<file path="src/cksp_pkg.sv">
// cksp_pkg: constants, modes and bus carriers for the clock select and prescaler block
// assumes a single 100 MHz system clock domain and an APB master with 32-bit data
package cksp_pkg;

    // register byte offsets
    localparam logic [7:0] SYSCTL2_OFS = 8'h00;
    localparam logic [7:0] CLKSTOP2_OFS = 8'h04;
    localparam logic [7:0] OSCSTAT_OFS = 8'h08;

    // field positions
    localparam int DIV_LO_POS = 0;
    localparam int DIV_HI_POS = 1;
    localparam int OSC_CHOICE_POS = 0;
    localparam int PIN_LEVEL_POS = 1;

    // values after reset
    localparam logic [1:0] SYSCTL2_RST = 2'h0;
    localparam logic [7:0] CLKSTOP2_RST = 8'hFF;
    localparam logic [16:0] PRES_S_RST = 17'h00000;
    localparam logic [7:0] PRES_W_RST = 8'h00;

    // watch clock is divided by four before prescaler W
    localparam int WATCH_PREDIV = 4;
    localparam logic [1:0] WATCH_PREDIV_LAST = 2'(WATCH_PREDIV - 1);

    // standby bit order in module_clock_stop_two
    localparam int SB_ADDR_BREAK = 7;
    localparam int SB_PULSE_UNIT = 6;
    localparam int SB_TWO_WIRE = 5;
    localparam int SB_PWM_SECOND = 4;
    localparam int SB_ASYNC_COUNTER = 3;
    localparam int SB_WATCHDOG = 2;
    localparam int SB_PWM_FIRST = 1;
    localparam int SB_LCD_DRIVER = 0;

    typedef enum logic [2:0] {
        PWR_ACTIVE_HS,
        PWR_ACTIVE_MS,
        PWR_SLEEP_HS,
        PWR_SLEEP_MS,
        PWR_SUBACTIVE,
        PWR_SUBSLEEP,
        PWR_WATCH,
        PWR_STANDBY
    } cksp_pwr_e;

    typedef struct packed {
        logic psel;
        logic penable;
        logic pwrite;
        logic [7:0] paddr;
        logic [31:0] pwdata;
    } cksp_apb_req_s;

    typedef struct packed {
        logic pready;
        logic pslverr;
        logic [31:0] prdata;
    } cksp_apb_rsp_s;

endpackage

</file>
<file path="src/cksp_top.sv">
// cksp_top: oscillator choice capture, prescalers S and W, module standby bits, APB slave
// assumes all inputs synchronous to ref_clk_i; watch clock arrives as a one-cycle tick
//
// Behaviour
// - pin level during reset picks source: low external oscillator, high on-chip.
// - pin level captured on reset release and held; pin steady through reset.
// - only external or power-on reset resamples; watchdog reset keeps choice.
// - choice flag and pin level flag read 0 external, 1 on-chip.
// - prescaler S is a 17-bit up-counter on the system clock.
// - reset clears prescaler S; it counts up once reset is exited.
// - prescaler S held at zero in standby, watch, subactive, subsleep.
// - prescaler S has no processor read or write path.
// - medium-speed modes feed prescaler S through the selected divider ratio.
// - prescaler S bits are offered as shared divided clocks.
// - prescaler W is an 8-bit up-counter on watch clock divided by four.
// - prescaler W bits are offered as divided peripheral clocks.
// - reset clears prescaler W; it counts up once reset is exited.
// - prescaler W halts only in standby; runs in watch and sub modes.
// - eight standby bits reset to 1; clearing a bit stops its module.
`timescale 1ns/1ps

module cksp_top #(
    parameter int PRES_S_W = 17,
    parameter int PRES_W_W = 8,
    parameter int MOD_CNT = 8,
    // ratios for divider field values 0..3, each 1..256
    parameter logic [3:0][8:0] MS_DIV_TAB = {9'd256, 9'd64, 9'd32, 9'd16}
) (
    // clock and reset
    input wire logic ref_clk_i,
    input wire logic rst_b_i,
    input wire logic wdt_reset_i,
    // pins and power state
    input wire logic osc_select_pin_i,
    input wire logic watch_tick_i,
    input wire cksp_pkg::cksp_pwr_e pwr_mode_i,
    // register bus
    input wire cksp_pkg::cksp_apb_req_s apb_req_i,
    output cksp_pkg::cksp_apb_rsp_s apb_rsp_o,
    // clock outputs
    output logic [PRES_S_W-1:0] pres_s_taps_o,
    output logic [PRES_W_W-1:0] pres_w_taps_o,
    output logic [MOD_CNT-1:0] module_run_o,
    output logic oscillator_choice_o
);

    // oscillator choice
    logic captured_q;
    logic captured_d;
    logic osc_choice_q;
    logic osc_choice_d;
    logic pin_level_q;
    logic pin_level_d;

    // after async reset release the first edge takes the pin; a watchdog
    // reset never touches these flops, so the old choice survives
    assign captured_d = 1'b1;
    assign osc_choice_d = captured_q ? osc_choice_q : osc_select_pin_i;
    assign pin_level_d = captured_q ? pin_level_q : osc_select_pin_i;

    // only the pin reset clears this; the watchdog path has no way in
    always_ff @(posedge ref_clk_i or negedge rst_b_i)
    begin
        if (!rst_b_i)
        begin
            captured_q <= 1'b0;
        end
        else
        begin
            captured_q <= captured_d;
        end
    end

    always_ff @(posedge ref_clk_i or negedge rst_b_i)
    begin
        if (!rst_b_i)
        begin
            osc_choice_q <= 1'b0;
        end
        else
        begin
            osc_choice_q <= osc_choice_d;
        end
    end

    // kept apart from the choice so a later remap of either stays local
    always_ff @(posedge ref_clk_i or negedge rst_b_i)
    begin
        if (!rst_b_i)
        begin
            pin_level_q <= 1'b0;
        end
        else
        begin
            pin_level_q <= pin_level_d;
        end
    end

    // register bus decode
    logic acc_w;
    logic wr_w;
    logic rd_w;
    logic hit_ctl_w;
    logic hit_stop_w;
    logic hit_stat_w;
    logic mapped_w;
    logic pready_q;

    assign acc_w = apb_req_i.psel & apb_req_i.penable;
    assign hit_ctl_w = apb_req_i.paddr == cksp_pkg::SYSCTL2_OFS;
    assign hit_stop_w = apb_req_i.paddr == cksp_pkg::CLKSTOP2_OFS;
    assign hit_stat_w = apb_req_i.paddr == cksp_pkg::OSCSTAT_OFS;
    // prescaler S is deliberately absent from the map
    assign mapped_w = hit_ctl_w | hit_stop_w | hit_stat_w;
    assign wr_w = acc_w & pready_q & apb_req_i.pwrite;
    assign rd_w = acc_w & ~pready_q & ~apb_req_i.pwrite;

    // control registers
    logic [1:0] div_sel_q;
    logic [1:0] div_sel_d;
    logic [MOD_CNT-1:0] stop_bits_q;
    logic [MOD_CNT-1:0] stop_bits_d;

    assign div_sel_d = (wr_w & hit_ctl_w)
        ? {apb_req_i.pwdata[cksp_pkg::DIV_HI_POS], apb_req_i.pwdata[cksp_pkg::DIV_LO_POS]}
        : div_sel_q;
    assign stop_bits_d = (wr_w & hit_stop_w) ? apb_req_i.pwdata[MOD_CNT-1:0] : stop_bits_q;

    always_ff @(posedge ref_clk_i or negedge rst_b_i)
    begin
        if (!rst_b_i)
        begin
            div_sel_q <= cksp_pkg::SYSCTL2_RST;
        end
        else if (wdt_reset_i)
        begin
            div_sel_q <= cksp_pkg::SYSCTL2_RST;
        end
        else
        begin
            div_sel_q <= div_sel_d;
        end
    end

    // watchdog reset wakes every module again, same as the pin reset
    always_ff @(posedge ref_clk_i or negedge rst_b_i)
    begin
        if (!rst_b_i)
        begin
            stop_bits_q <= cksp_pkg::CLKSTOP2_RST;
        end
        else if (wdt_reset_i)
        begin
            stop_bits_q <= cksp_pkg::CLKSTOP2_RST;
        end
        else
        begin
            stop_bits_q <= stop_bits_d;
        end
    end

    // read data
    logic [31:0] rdata_w;
    logic [31:0] ctl_w;
    logic [31:0] stat_w;

    // fields placed by their positions, every other bit reads 0
    assign ctl_w = (32'(div_sel_q[0]) << cksp_pkg::DIV_LO_POS)
                 | (32'(div_sel_q[1]) << cksp_pkg::DIV_HI_POS);
    assign stat_w = (32'(osc_choice_q) << cksp_pkg::OSC_CHOICE_POS)
                  | (32'(pin_level_q) << cksp_pkg::PIN_LEVEL_POS);
    assign rdata_w = hit_ctl_w ? ctl_w
                   : hit_stop_w ? {{(32-MOD_CNT){1'b0}}, stop_bits_q}
                   : hit_stat_w ? stat_w
                   : 32'h0;

    // one wait state: pready rises in the second access cycle
    logic pslverr_q;
    logic [31:0] prdata_q;

    always_ff @(posedge ref_clk_i or negedge rst_b_i)
    begin
        if (!rst_b_i)
        begin
            pready_q <= 1'b0;
        end
        else
        begin
            pready_q <= acc_w & ~pready_q;
        end
    end

    always_ff @(posedge ref_clk_i or negedge rst_b_i)
    begin
        if (!rst_b_i)
        begin
            pslverr_q <= 1'b0;
        end
        else
        begin
            pslverr_q <= acc_w & ~pready_q & ~mapped_w;
        end
    end

    // data is zero outside the answer cycle, so a stale read never lingers
    always_ff @(posedge ref_clk_i or negedge rst_b_i)
    begin
        if (!rst_b_i)
        begin
            prdata_q <= 32'h0;
        end
        else
        begin
            prdata_q <= (rd_w & mapped_w) ? rdata_w : 32'h0;
        end
    end

    assign apb_rsp_o = {pready_q, pslverr_q, prdata_q};

    // power state decode
    logic ms_mode_w;
    logic s_hold_w;
    logic w_halt_w;

    assign ms_mode_w = (pwr_mode_i == cksp_pkg::PWR_ACTIVE_MS)
                     | (pwr_mode_i == cksp_pkg::PWR_SLEEP_MS);
    assign s_hold_w = (pwr_mode_i == cksp_pkg::PWR_STANDBY)
                    | (pwr_mode_i == cksp_pkg::PWR_WATCH)
                    | (pwr_mode_i == cksp_pkg::PWR_SUBACTIVE)
                    | (pwr_mode_i == cksp_pkg::PWR_SUBSLEEP);
    assign w_halt_w = pwr_mode_i == cksp_pkg::PWR_STANDBY;

    // medium-speed divider ahead of prescaler S
    logic [7:0] ms_cnt_q;
    logic [7:0] ms_cnt_d;
    logic [7:0] ms_last_w;
    logic ms_wrap_w;
    logic s_tick_w;

    assign ms_last_w = 8'(MS_DIV_TAB[div_sel_q] - 9'd1);
    assign ms_wrap_w = ms_cnt_q >= ms_last_w;
    assign s_tick_w = ms_mode_w ? ms_wrap_w : 1'b1;
    assign ms_cnt_d = (~ms_mode_w | s_hold_w | ms_wrap_w) ? 8'h00 : 8'(ms_cnt_q + 8'h01);

    // prescaler S
    logic [PRES_S_W-1:0] pres_s_q;
    logic [PRES_S_W-1:0] pres_s_d;

    // natural wrap from all ones to zero
    assign pres_s_d = s_hold_w ? PRES_S_W'(cksp_pkg::PRES_S_RST)
                    : s_tick_w ? PRES_S_W'(pres_s_q + 1'b1)
                    : pres_s_q;

    // watch predivider and prescaler W
    logic [1:0] wdiv_q;
    logic [1:0] wdiv_d;
    logic w_tick_w;
    logic [PRES_W_W-1:0] pres_w_q;
    logic [PRES_W_W-1:0] pres_w_d;

    assign w_tick_w = watch_tick_i & ~w_halt_w & (wdiv_q == cksp_pkg::WATCH_PREDIV_LAST);
    assign wdiv_d = (watch_tick_i & ~w_halt_w) ? 2'(wdiv_q + 2'h1) : wdiv_q;
    assign pres_w_d = w_tick_w ? PRES_W_W'(pres_w_q + 1'b1) : pres_w_q;

    always_ff @(posedge ref_clk_i or negedge rst_b_i)
    begin
        if (!rst_b_i)
        begin
            ms_cnt_q <= 8'h00;
        end
        else if (wdt_reset_i)
        begin
            ms_cnt_q <= 8'h00;
        end
        else
        begin
            ms_cnt_q <= ms_cnt_d;
        end
    end

    // the watchdog reset restarts the count as well, like the pin reset
    always_ff @(posedge ref_clk_i or negedge rst_b_i)
    begin
        if (!rst_b_i)
        begin
            pres_s_q <= PRES_S_W'(cksp_pkg::PRES_S_RST);
        end
        else if (wdt_reset_i)
        begin
            pres_s_q <= PRES_S_W'(cksp_pkg::PRES_S_RST);
        end
        else
        begin
            pres_s_q <= pres_s_d;
        end
    end

    // predivider phase restarts too, so the first W step needs four ticks
    always_ff @(posedge ref_clk_i or negedge rst_b_i)
    begin
        if (!rst_b_i)
        begin
            wdiv_q <= 2'h0;
        end
        else if (wdt_reset_i)
        begin
            wdiv_q <= 2'h0;
        end
        else
        begin
            wdiv_q <= wdiv_d;
        end
    end

    always_ff @(posedge ref_clk_i or negedge rst_b_i)
    begin
        if (!rst_b_i)
        begin
            pres_w_q <= PRES_W_W'(cksp_pkg::PRES_W_RST);
        end
        else if (wdt_reset_i)
        begin
            pres_w_q <= PRES_W_W'(cksp_pkg::PRES_W_RST);
        end
        else
        begin
            pres_w_q <= pres_w_d;
        end
    end

    // taps are the counter bits themselves, so they stay phase-aligned
    assign pres_s_taps_o = pres_s_q;
    assign pres_w_taps_o = pres_w_q;
    assign oscillator_choice_o = osc_choice_q;

    // per-module run enables; a cleared bit parks the module
    genvar gi;
    generate
        for (gi = 0; gi < MOD_CNT; gi++)
        begin : g_mod
            assign module_run_o[gi] = stop_bits_q[gi];
        end
    endgenerate

endmodule // cksp_top

</file>
<file path="config.mk">
export PLATFORM = sky130hd
export DESIGN_NAME = cksp_top
export DESIGN_NICKNAME = d
export VERILOG_FILES = /design/src/cksp_pkg.sv /design/src/cksp_top.sv
export SDC_FILE = /design/constraint.sdc
export NUM_CORES = 1
export LEC_CHECK = 0
export ABC_AREA = 1
export BUFFER_PORTS_ARGS = -buffer_cell sky130_fd_sc_hd__buf_2
export CAP_MARGIN = 20
export CORE_ASPECT_RATIO = 1.5
export CORE_UTILIZATION = 45
export DETAILED_ROUTE_END_ITERATION = 7
export PLACE_DENSITY = 0.74
export SLEW_MARGIN = 5
export SYNTH_ARGS = -nofsm -noshare
export SYNTH_HDL_FRONTEND = slang
export SYNTH_SLANG_ARGS = --single-unit
</file>
<file path="constraint.sdc">
create_clock -name ref_clk_i -period 3.1 [get_ports ref_clk_i]
set_input_delay 0.155 -clock ref_clk_i [delete_from_list [all_inputs] [get_ports ref_clk_i]]
set_output_delay 0.155 -clock ref_clk_i [all_outputs]
set_load 0.05 [all_outputs]
</file>
**Word level (Yosys, flattened, before mapping)**

Cells that the tools add are included.

- $add $sub $neg: 5
- Magnitude comparators: 2
- Equal/unequal tests: 9
- Mux-type cells: 20
- Bitwise operators: 26
- Reduce and logical (&&, ||, !) cells: 6

Operator list:

| cell | count |
|---|---|
| $mux W8 | 10 |
| $mux W17 | 3 |
| $bmux W9 S2 | 1 |
| $add A17 B1 Y17 const B | 1 |
| $add A8 B1 Y8 const B | 2 |
| $eq A3 B3 Y1 const B | 4 |
| $and A1 B1 Y1 | 11 |
| $mux W2 | 5 |
| $eq A8 B3 Y1 const B | 1 |
| $eq A8 B4 Y1 const B | 1 |
| $ge A8 B8 Y1 | 1 |
| $logic_not A8 Y1 | 1 |
| $or A1 B1 Y1 | 8 |
| $reduce_bool A2 Y1 | 4 |
| $sub A8 B1 Y8 const B | 1 |
| $not A1 Y1 | 5 |
| $or A1 B2 Y2 | 2 |
| $eq A3 B1 Y1 const B | 1 |
| $eq A3 B2 Y1 const B | 1 |
| $lt A2 B3 Y1 const B | 1 |
| $reduce_bool A3 Y1 | 1 |
| $add A2 B1 Y2 const B | 1 |
| $eq A2 B2 Y1 const B | 1 |
| $mux W1 | 1 |

- Bits in registers: 57
- Logic and storage cells: 79

**Depth between registers and ports, before layout**

Gate-level depths: netlist of the first run.

- Depth after elaboration: 8
- Gate-level depth with buffers: 11
- Gate-level depth less buffers: 11

**Worst setup path before layout of the first run**

OpenSTA, ideal clock, no wires.

- Kind: reg-to-reg
- Start: register pres_s_q[0] (netlist: pres_s_taps_o[0])
- End: register pres_s_q[14] (netlist: pres_s_taps_o[14])
- Setup time: 0.121 ns
- Arrival time: 1.612 ns
- Data required time: 2.979 ns
- Path slack: 1.367 ns
- Stages on the path, launching flop included: 9
- Buffers on the path: 0
- Clock period less this slack: 1.733 ns
- Cells stage by stage: dfrtp_1 -> ha_1 -> nand2_1 -> nor2_2 -> nand3_1 -> nor2_1 -> nand3_1 -> nand2_1 -> nor2_1

- Cells in the longest elaborated chain, start to end: 4

Ends and longest elaborated chain:

| what | line | text |
|---|---|---|
| from (decl) | cksp_top.sv:246 | `logic [PRES_S_W-1:0] pres_s_q;` |
| from (signal assigned) | cksp_top.sv:286 | `pres_s_q <= PRES_S_W'(cksp_pkg::PRES_S_RST);` |
| from (signal assigned) | cksp_top.sv:290 | `pres_s_q <= PRES_S_W'(cksp_pkg::PRES_S_RST);` |
| from (signal assigned) | cksp_top.sv:294 | `pres_s_q <= pres_s_d;` |
| $add A17 B1 Y17 | cksp_top.sv:251 | `: s_tick_w ? PRES_S_W'(pres_s_q + 1'b1)` |
| $mux W17 | cksp_top.sv:251 |  |
| $mux W17 | cksp_top.sv:250 | `assign pres_s_d = s_hold_w ? PRES_S_W'(cksp_pkg::PRES_S_RST)` |
| $mux W17 | cksp_top.sv:288 | `else if (wdt_reset_i)` |

Every way passes these cells. The select of a mux whose other input is x is not followed.
A chain may end at the register's enable or synchronous reset.

**Final worst setup path of the first run**

- Start: register div_sel_q[1]
- End: register pres_s_q[10] (netlist: pres_s_taps_o[10])

- Cells in the longest elaborated chain, start to end: 6

Ends and longest elaborated chain:

| what | line | text |
|---|---|---|
| from (decl) | cksp_top.sv:119 | `logic [1:0] div_sel_q;` |
| from (signal assigned) | cksp_top.sv:133 | `div_sel_q <= cksp_pkg::SYSCTL2_RST;` |
| from (signal assigned) | cksp_top.sv:137 | `div_sel_q <= cksp_pkg::SYSCTL2_RST;` |
| from (signal assigned) | cksp_top.sv:141 | `div_sel_q <= div_sel_d;` |
| $bmux W9 S2 | cksp_top.sv:240 | `assign ms_last_w = 8'(MS_DIV_TAB[div_sel_q] - 9'd1);` |
| $mux W8 (implied by the code) | cksp_top.sv:240 |  |
| $sub A8 B1 Y8 | cksp_top.sv:240 |  |
| $ge A8 B8 Y1 | cksp_top.sv:241 | `assign ms_wrap_w = ms_cnt_q >= ms_last_w;` |
| $mux W1 | cksp_top.sv:242 | `assign s_tick_w = ms_mode_w ? ms_wrap_w : 1'b1;` |
| $reduce_bool A3 Y1 (no line) | -- |  |

Every way passes these cells. The select of a mux whose other input is x is not followed.

==> results.txt, run 1 <==
- The run finished with clean final reports.
- Level count of the clock H-tree: 3
* Count of synthesis-stage warnings from yosys: 0
- In this run the count of I/O pins placed on the die edge is 119.
- The total area inside the core boundary comes to 6810 um^2.
- Mean cell area of the mapped netlist: 8.05 um^2
- The first TritonRoute pass finished after 4 iterations.
* Achievable clock frequency: 548 MHz
- The detail route stage leaves a number of antenna-violating nets equal to 0.
- Required time reported for the critical path endpoint: 3380 ps
* Total power divided by cell area: 442 nW/um^2
- After detailed placement, the total cell area comes to 3450 um^2.
* Clock slew seen by the registers of the worst setup and hold paths: 70 ps
- Die Span X: 70.4 um
- Internal power: 0.00112 W
- For this design the total switching power over the nets is 0.000483 W.
- The worst setup path is captured at a flop.
- Switching share of power: 30.2%
- Start-to-end type of the worst setup path: flop to flop
- Count of hold-fix buffers inserted at cts: 1
- DR vias: 2714
* Die footprint: 7370 um^2
- Critical-path maximum fanout: 22
* Delay of the slowest cell on the worst path: 410 ps
- Total wire length after detailed routing: 6.42 mm
- Total count of max-transition violations in the final report: 0
- Final critical-path share of the clock period: 58.8%
- Flops & latches, synth: 57
- Largest net degree at the start of global routing: 42
- Placed cell count: 531
- The clock network accounts for 37.0% of the total power.
* Portion of total power attributed to combinational logic: 14.3%
- The repair_antennas step left the layout with diodes totalling 0.
* Cell count of the worst reg-to-reg path: 11
* Worst reg2reg setup slack: 1280 ps
- Relative to the synthesized area, the layout overhead comes to 14.6%.
- The final hold violation count came to 0.
- Yosys top cell area share: 38.8%
* Slew at the pin closest to its max-slew limit: 972 ps
* Synthesized netlist cell count: 393
- For the worst setup path, the data arrival time is 2100 ps.
* Antenna violations before repair: 0
* Beginning of the worst register-to-register path: div_sel_q[1]$_DFFE_PN0P_
* Count of buffers from port buffering: 70
- Sinks on the clock net: 57
* Clock insertion delay at the later pin of the skew report: 340 ps
* CTS tree: yes
- Sequential cells burn 48.7% of the power.
* Share of post-route cells with drive strength above 1: 26.0%
- Initial Utilization: 46.5%
- Routed length per instance: 11.7 um
- Slew margin rel.: 35.0%
- Once layout is complete, the cells apart from fillers number 548.
* Hpwl dp: 4.72 mm
- Setup violations remaining at the end of the flow were counted as 0.
* VDD IR max: 0.245 mV
* Most frequent cells in the layout: nand2_1, buf_2, nor2_1
- Post-route clock skew: 15.4 ps
- Summing all non-filler instances in the final layout gives an area of 3620 um^2.
* Buffers from clock root to sink, at most: 2
- The number of different library cells used by synthesis comes to 33.
* Die height: 105 um
- Net count, final: 524
* CP startpoint: div_sel_q[1]$_DFFE_PN0P_
- Most frequent cell on the critical path: nand2_1
- Ordered list of cells on the worst path: nand2_1 > ha_1 > nand2_1 > inv_1 > nand2_1 > nand3_4 > nand2_1 > inv_2 > nand2_1 > nand2_1 > nor2_1
- The routed design could run at a clock period as short as 1820 ps.
- # DRC: 0
- For this design the static power due to leakage is 1.85 nW.
- Summed over all layers, the global routing overflow is 0.
- Capture point of the critical path: pres_s_taps_o[10]$_DFFE_PN0P_
- RSZ-0062 raised after global routing: false
- The biggest area contributor in the post-synthesis netlist is dfrtp_1.
- Across the run, the number of max-cap violations was 0.
- The path class of the tightest hold or removal check is input pin to flop.
- The tree is rooted in a clkbuf_8.
* Share of synthesized area occupied by flip-flops and latches: 45.4%
- Cts bufs inserted: 9
- GR Util All Layers: 18.5%
- Once the clock tree was built, the resizer swapped 0 gates to a different size.
- Buffers added to address setup during post-CTS repair amount to 0.
* Initial DRC count: 123
* Global placement routability congestion: 0.809
- Mapped Area: 3160 um^2
* Rows: 37
- The endpoint identified for the worst register-to-register timing path is pres_s_taps_o[10]$_DFFE_PN0P_.
* Setup TNS Final: 0 ps
- Wire length of the first global-routing pass: 10.8 mm
- Critical path launch point type: flop
- Cells taking the most area after synthesis: dfrtp_1, nand2_1, dfstp_2
- Critical path's slowest cell: dfrtp_1
- Leaving out fill and tap cells, the most frequent cell in the layout is nand2_1.
- Number of global-route vias before repair: 2487
- In the routed layout, each cell is associated on average with a via count of 4.95.
area by class of cell:
cell class | instances | area, um^2
timing repair buffer | 72 | 368
tap | 78 | 97.6
sequential | 57 | 1440
clock inverter | 4 | 20.0
inverter | 44 | 165
clock buffer | 12 | 145
multi-input combinational | 281 | 1390
fill | 646 | 3180
synth_stat cells:
library cell  number
a21oi_1           17
a41oi_1            1
and2_1             1
buf_2              3
buf_4             27
buf_6              3
clkbuf_1           1
clkinv_1           3
conb_1             2
dfrtp_1           49
dfstp_2            8
ha_1               8
inv_1             31
inv_2             10
mux2_2             1
nand2_1           81
nand2_2            4
nand2_4            1
nand3_1           34
nand3_2            1
nand3_4            1
nand4_1            4
nand4_4            1
nor2_1            52
nor2_2             5
nor2_4             2
nor3_1             8
nor3b_2            3
nor4_1             1
o21ai_0            9
o21ai_1           16
xnor2_1            1
xor2_1             4
flip-flops by register name (all words and copies together) (netlist names):
name,cells
pres_s_taps_o,17
module_run_o,8
ms_cnt_q,8
prdata_q,8
pres_w_taps_o,8
div_sel_q,2
wdiv_q,2
captured_q,1
pin_level_q,1
pready_q,1
pslverr_q,1
metrics by stage:
stage,utilization [%],total power (W),hold WS (ps),worst slack [ps]
floorplan,-,0.000991,-141,1370
global placement,50.7,0.00102,332,1320
detailed placement,50.7,0.00102,337,1270
CTS,53.2,0.00162,31.9,1270
global route,53.2,0.00167,42.3,1060
finish,53.2,0.00160,47.3,1280
critical path: cells and delay by family, from the launching register on:
kind	cells	cell delay, ps
AND/OR/NAND/NOR	8	970
buffers and inverters	2	80
flip-flops	1	410
adder cells (fa/ha/maj)	1	300
worst min-delay path by stage:
stage	start	to	cells past startpoint
after floorplan	rst_b_i	captured_q$_DFF_PN0_	0
after global placement	rst_b_i	pres_s_taps_o[10]$_DFFE_PN0P_	1
after detailed placement	rst_b_i	pres_s_taps_o[10]$_DFFE_PN0P_	1
after CTS	apb_req_i[0]	module_run_o[0]$_DFFE_PN1P_	3
after global routing	osc_select_pin_i	pin_level_q$_DFFE_PN0N_	2
final	apb_req_i[0]	module_run_o[0]$_DFFE_PN1P_	3
power by group through the flow:
stage	Sequential [W]	Clock [W]	Combinational, W
2_1_floorplan	0.000839	0	0.000153
3_3_place_gp	0.000793	0	0.000226
3_5_place_dp	0.000793	0	0.000229
4_1_cts	0.000780	0.000608	0.000230
5_1_grt	0.000782	0.000638	0.000246
6_report	0.000780	0.000592	0.000228
per-layer routing:
| layer | track usage, % | part of all wire (%) | up-vias |
|---|---|---|---|
| met5 | 0 | 0 | - |
| met4 | 11.4 | 2.3 | 0 |
| met3 | 2.99 | 4.7 | 12 |
| met2 | 31.0 | 52 | 76 |
| met1 | 21.8 | 41 | 1278 |
| li1 | - | - | 1348 |
logic make-up (layout without fill, tap and decap cells):
family / after synthesis / after routing / share of synthesized area (%)
mux: 1 / 1 / 0.356
simple gates: 199 / 199 / 29.2
other cells: 2 / 25 / 0.238
flops: 57 / 57 / 45.4
xor+xnor: 5 / 5 / 1.38
compound gates: 43 / 43 / 6.93
buf+inv: 78 / 132 / 13.3
fa+ha+maj: 8 / 8 / 3.17
Power figures use the tool's default switching activity.
==> inputs of run 2 (changes only) <==
--- a/config.mk
+++ b/config.mk
@@ -11,7 +11,7 @@
 export CORE_ASPECT_RATIO = 1.5
 export CORE_UTILIZATION = 45
 export DETAILED_ROUTE_END_ITERATION = 7
-export PLACE_DENSITY = 0.74
+export PLACE_DENSITY = 0.77
 export SLEW_MARGIN = 5
 export SYNTH_ARGS = -nofsm -noshare
 export SYNTH_HDL_FRONTEND = slang
==> constraint.sdc (replaced) <==
create_clock -name ref_clk_i -period 1.6 [get_ports ref_clk_i]
set_input_delay 0.08 -clock ref_clk_i [delete_from_list [all_inputs] [get_ports ref_clk_i]]
set_output_delay 0.08 -clock ref_clk_i [all_outputs]
set_load 0.05 [all_outputs]
==> results.txt, run 2 (synthesized netlist as in run 1, its figures left out) <==
- Remaining antenna violation count: 0
- In the routed design, unresolved DRC markers number 0.
- Net count, final: 548
* Worst reg2reg setup slack: -40 ps
* Share of post-route cells with drive strength above 1: 33.0%
- Instance area after placement: 3530 um^2
- Across the VDD grid, the largest voltage drop is 0.394 mV.
* Final worst hold slack: 9.20 ps
* Initial DRC count: 209
- Beginning of the worst register-to-register path: div_sel_q[0]$_DFFE_PN0P_
- Hpwl dp: 4.60 mm
- Clock period minus worst slack: 1640 ps
* Switching share of power: 29.7%
- Status: complete, but fails checks
- The initialized floorplan defines 37 standard-cell rows.
- Timing would allow up to 611 MHz.
* Clock insertion delay at the later pin of the skew report: 350 ps
* Count of buffers from port buffering: 70
- Of all nets on the critical path, the largest fanout is 7.
* Required time reported for the critical path endpoint: 1870 ps
- Post-route cell area: 4030 um^2
- In the post-route analysis, the smallest setup slack over all paths is -37.2 ps.
- After layout, the worst path uses 102% of the clock period.
- Global placement routability congestion: 0.821
- Across the run, the number of max-cap violations was 0.
- Across the routed clock network, the largest skew measured is 8.84 ps.
- Level count of the clock H-tree: 3
- The initial antenna violation count came to 0.
- Final Instance Count excl. Fillers: 572
- Register cell area after layout: 1440 um^2
- Number of global-route vias before repair: 2680
* Growth of design area from synthesis to finish: 27.5%
* Total power divided by cell area: 817 nW/um^2
- Placed cell count: 539
- Kind of end point of the critical path: flop
- Largest net degree at the start of global routing: 58
- In the routed layout, each cell is associated on average with a via count of 4.97.
- Part of the power in registers: 46.0%
* Cts bufs inserted: 9
- For this design the total switching power over the nets is 0.000976 W.
- Most common library cell in the layout ignoring fill and taps: nand2_1
- The worst hold path belongs to the class input pin to flop.
- In the final layout, the multi-input gates occupy 1560 um^2.
- After clock tree synthesis, the clock-pin slew on the worst setup and hold paths is 60 ps.
- Hold violation count in the final report: 0
* Overflow left after global routing: 0
* WP data arrival: 1910 ps
* Setup TNS Final: -255 ps
- Routed length per instance: 12.6 um
- Endpoints failing setup: 11
* Cell count of the worst reg-to-reg path: 8
* Portion of total power attributed to combinational logic: 14.8%
* Die height: 105 um
- DR vias: 2840
- The most critical setup path has its endpoint at ms_cnt_q[7]$_DFF_PN0_.
- The first global-routing pass estimated 12.0 mm of wire.
- N_diodes: 0
* Critical path launch point type: flop
- Total wire length after detailed routing: 7.21 mm
- Library cell used as clock root buffer: clkbuf_8
- I/O pin cnt: 119
- For this design the static power due to leakage is 2.01 nW.
- In this run the worst setup path begins at div_sel_q[0]$_DFFE_PN0P_.
* Share of power burned in the clock network: 39.2%
- The critical path is of the flop to flop type.
* Sinks on the clock net: 57
* GR Util All Layers: 21.1%
* Reg2Reg Capture Point: ms_cnt_q[7]$_DFF_PN0_
- Total count of max-transition violations in the final report: 0
- CTS tree: yes
- The total area inside the core boundary comes to 6810 um^2.
- Internal power: 0.00232 W
* RSZ-0062 raised after global routing: true
- The checks that failed: negative setup slack.
- Count of fill cells added during filler insertion: 583
- Die Span X: 70.4 um
- The floorplan step defined a die boundary enclosing 7370 um^2.
- The register with the most flip-flops in the layout has 17 of them.
* Initial Utilization: 46.5%
* Most frequent cells in the layout: nand2_1, buf_2, nor2_1, dfrtp_1, nand3_1
* Buffers from clock root to sink, at most: 2
- Initial DRT Pass Iterations: 6
-- run 2: cell types whose count changed in the layout (fill, tap and decap cells not counted), moves of 5 or more --
cell / delta
buf_4: +9
dlygate4sd3_1: +8
nand2_1: -6
nor2_1: -6
a21oi_1: -5
a21oi_2: +5
-- run 2: worst min path at each step --
stage | from | to | slack [ps] | cells past startpoint
6_report | apb_req_i[1] | module_run_o[1]$_DFFE_PN1P_ | 9 | 3
5_1_grt | apb_req_i[1] | module_run_o[1]$_DFFE_PN1P_ | 4 | 3
4_1_cts | apb_req_i[1] | module_run_o[1]$_DFFE_PN1P_ | 0.1 | 3
3_5_place_dp | rst_b_i | pres_s_taps_o[7]$_DFFE_PN0P_ | 100 | 2
3_3_place_gp | rst_b_i | pres_s_taps_o[9]$_DFFE_PN0P_ | 100 | 2
2_1_floorplan | rst_b_i | captured_q$_DFF_PN0_ | -220 | 0
-- run 2: repair_timing --
action,4_1_cts,5_1_grt
setup buffers,5,0
setup endpoints to repair,24,25
gates resized for setup,16,15
hold buffers,9,0
pin swaps,8,4
hold endpoints to repair,58,0
gates cloned,3,0
-- run 2: worst max-delay path: stages (launching register included) --
cell,delay (ps)
dfrtp_1,430
nor2_2,130
ha_1,240
nand2_2,90
nor2_4,50
nand2_4,130
buf_12,120
nand4_4,170
nor3b_2,200
-- run 2: layout make-up --
type	instances	area share (%)
clock inverters	4	1.12
repair buffers	93	14.6
clock buffers	12	3.35
well taps	78	2.42
inverters	44	4.10
multi-input cells	284	38.7
flip-flops and latches	57	35.7
-- run 2: per-stage QoR --
stage	total power [W]	util [%]	setup slack, ps
global route	0.00343	59.2	-150
CTS	0.00330	58.5	-7.24
detailed placement	0.00199	51.8	-170
global placement	0.00198	51.8	-80.0
floorplan	0.00192	-	12.5
finish	0.00329	59.2	-37.2
-- run 2: layer usage --
layer / GRT usage [%] / wire (um) / vias up
met5: 0 / 0 / -
li1: - / - / 1403
met1: 23.6 / 2880 / 1330
met3: 4.92 / 325 / 20
met4: 12.7 / 223 / 0
met2: 35.8 / 3780 / 87
-- run 2: power by group through the flow --
stage               Sequential, W  Combinational (W)  Clock [W]
floorplan                 0.00163           0.000296          0
global placement          0.00154           0.000443          0
detailed placement        0.00154           0.000447          0
global route              0.00152           0.000523    0.00139
finish                    0.00151           0.000487    0.00129
CTS                       0.00151           0.000485    0.00131
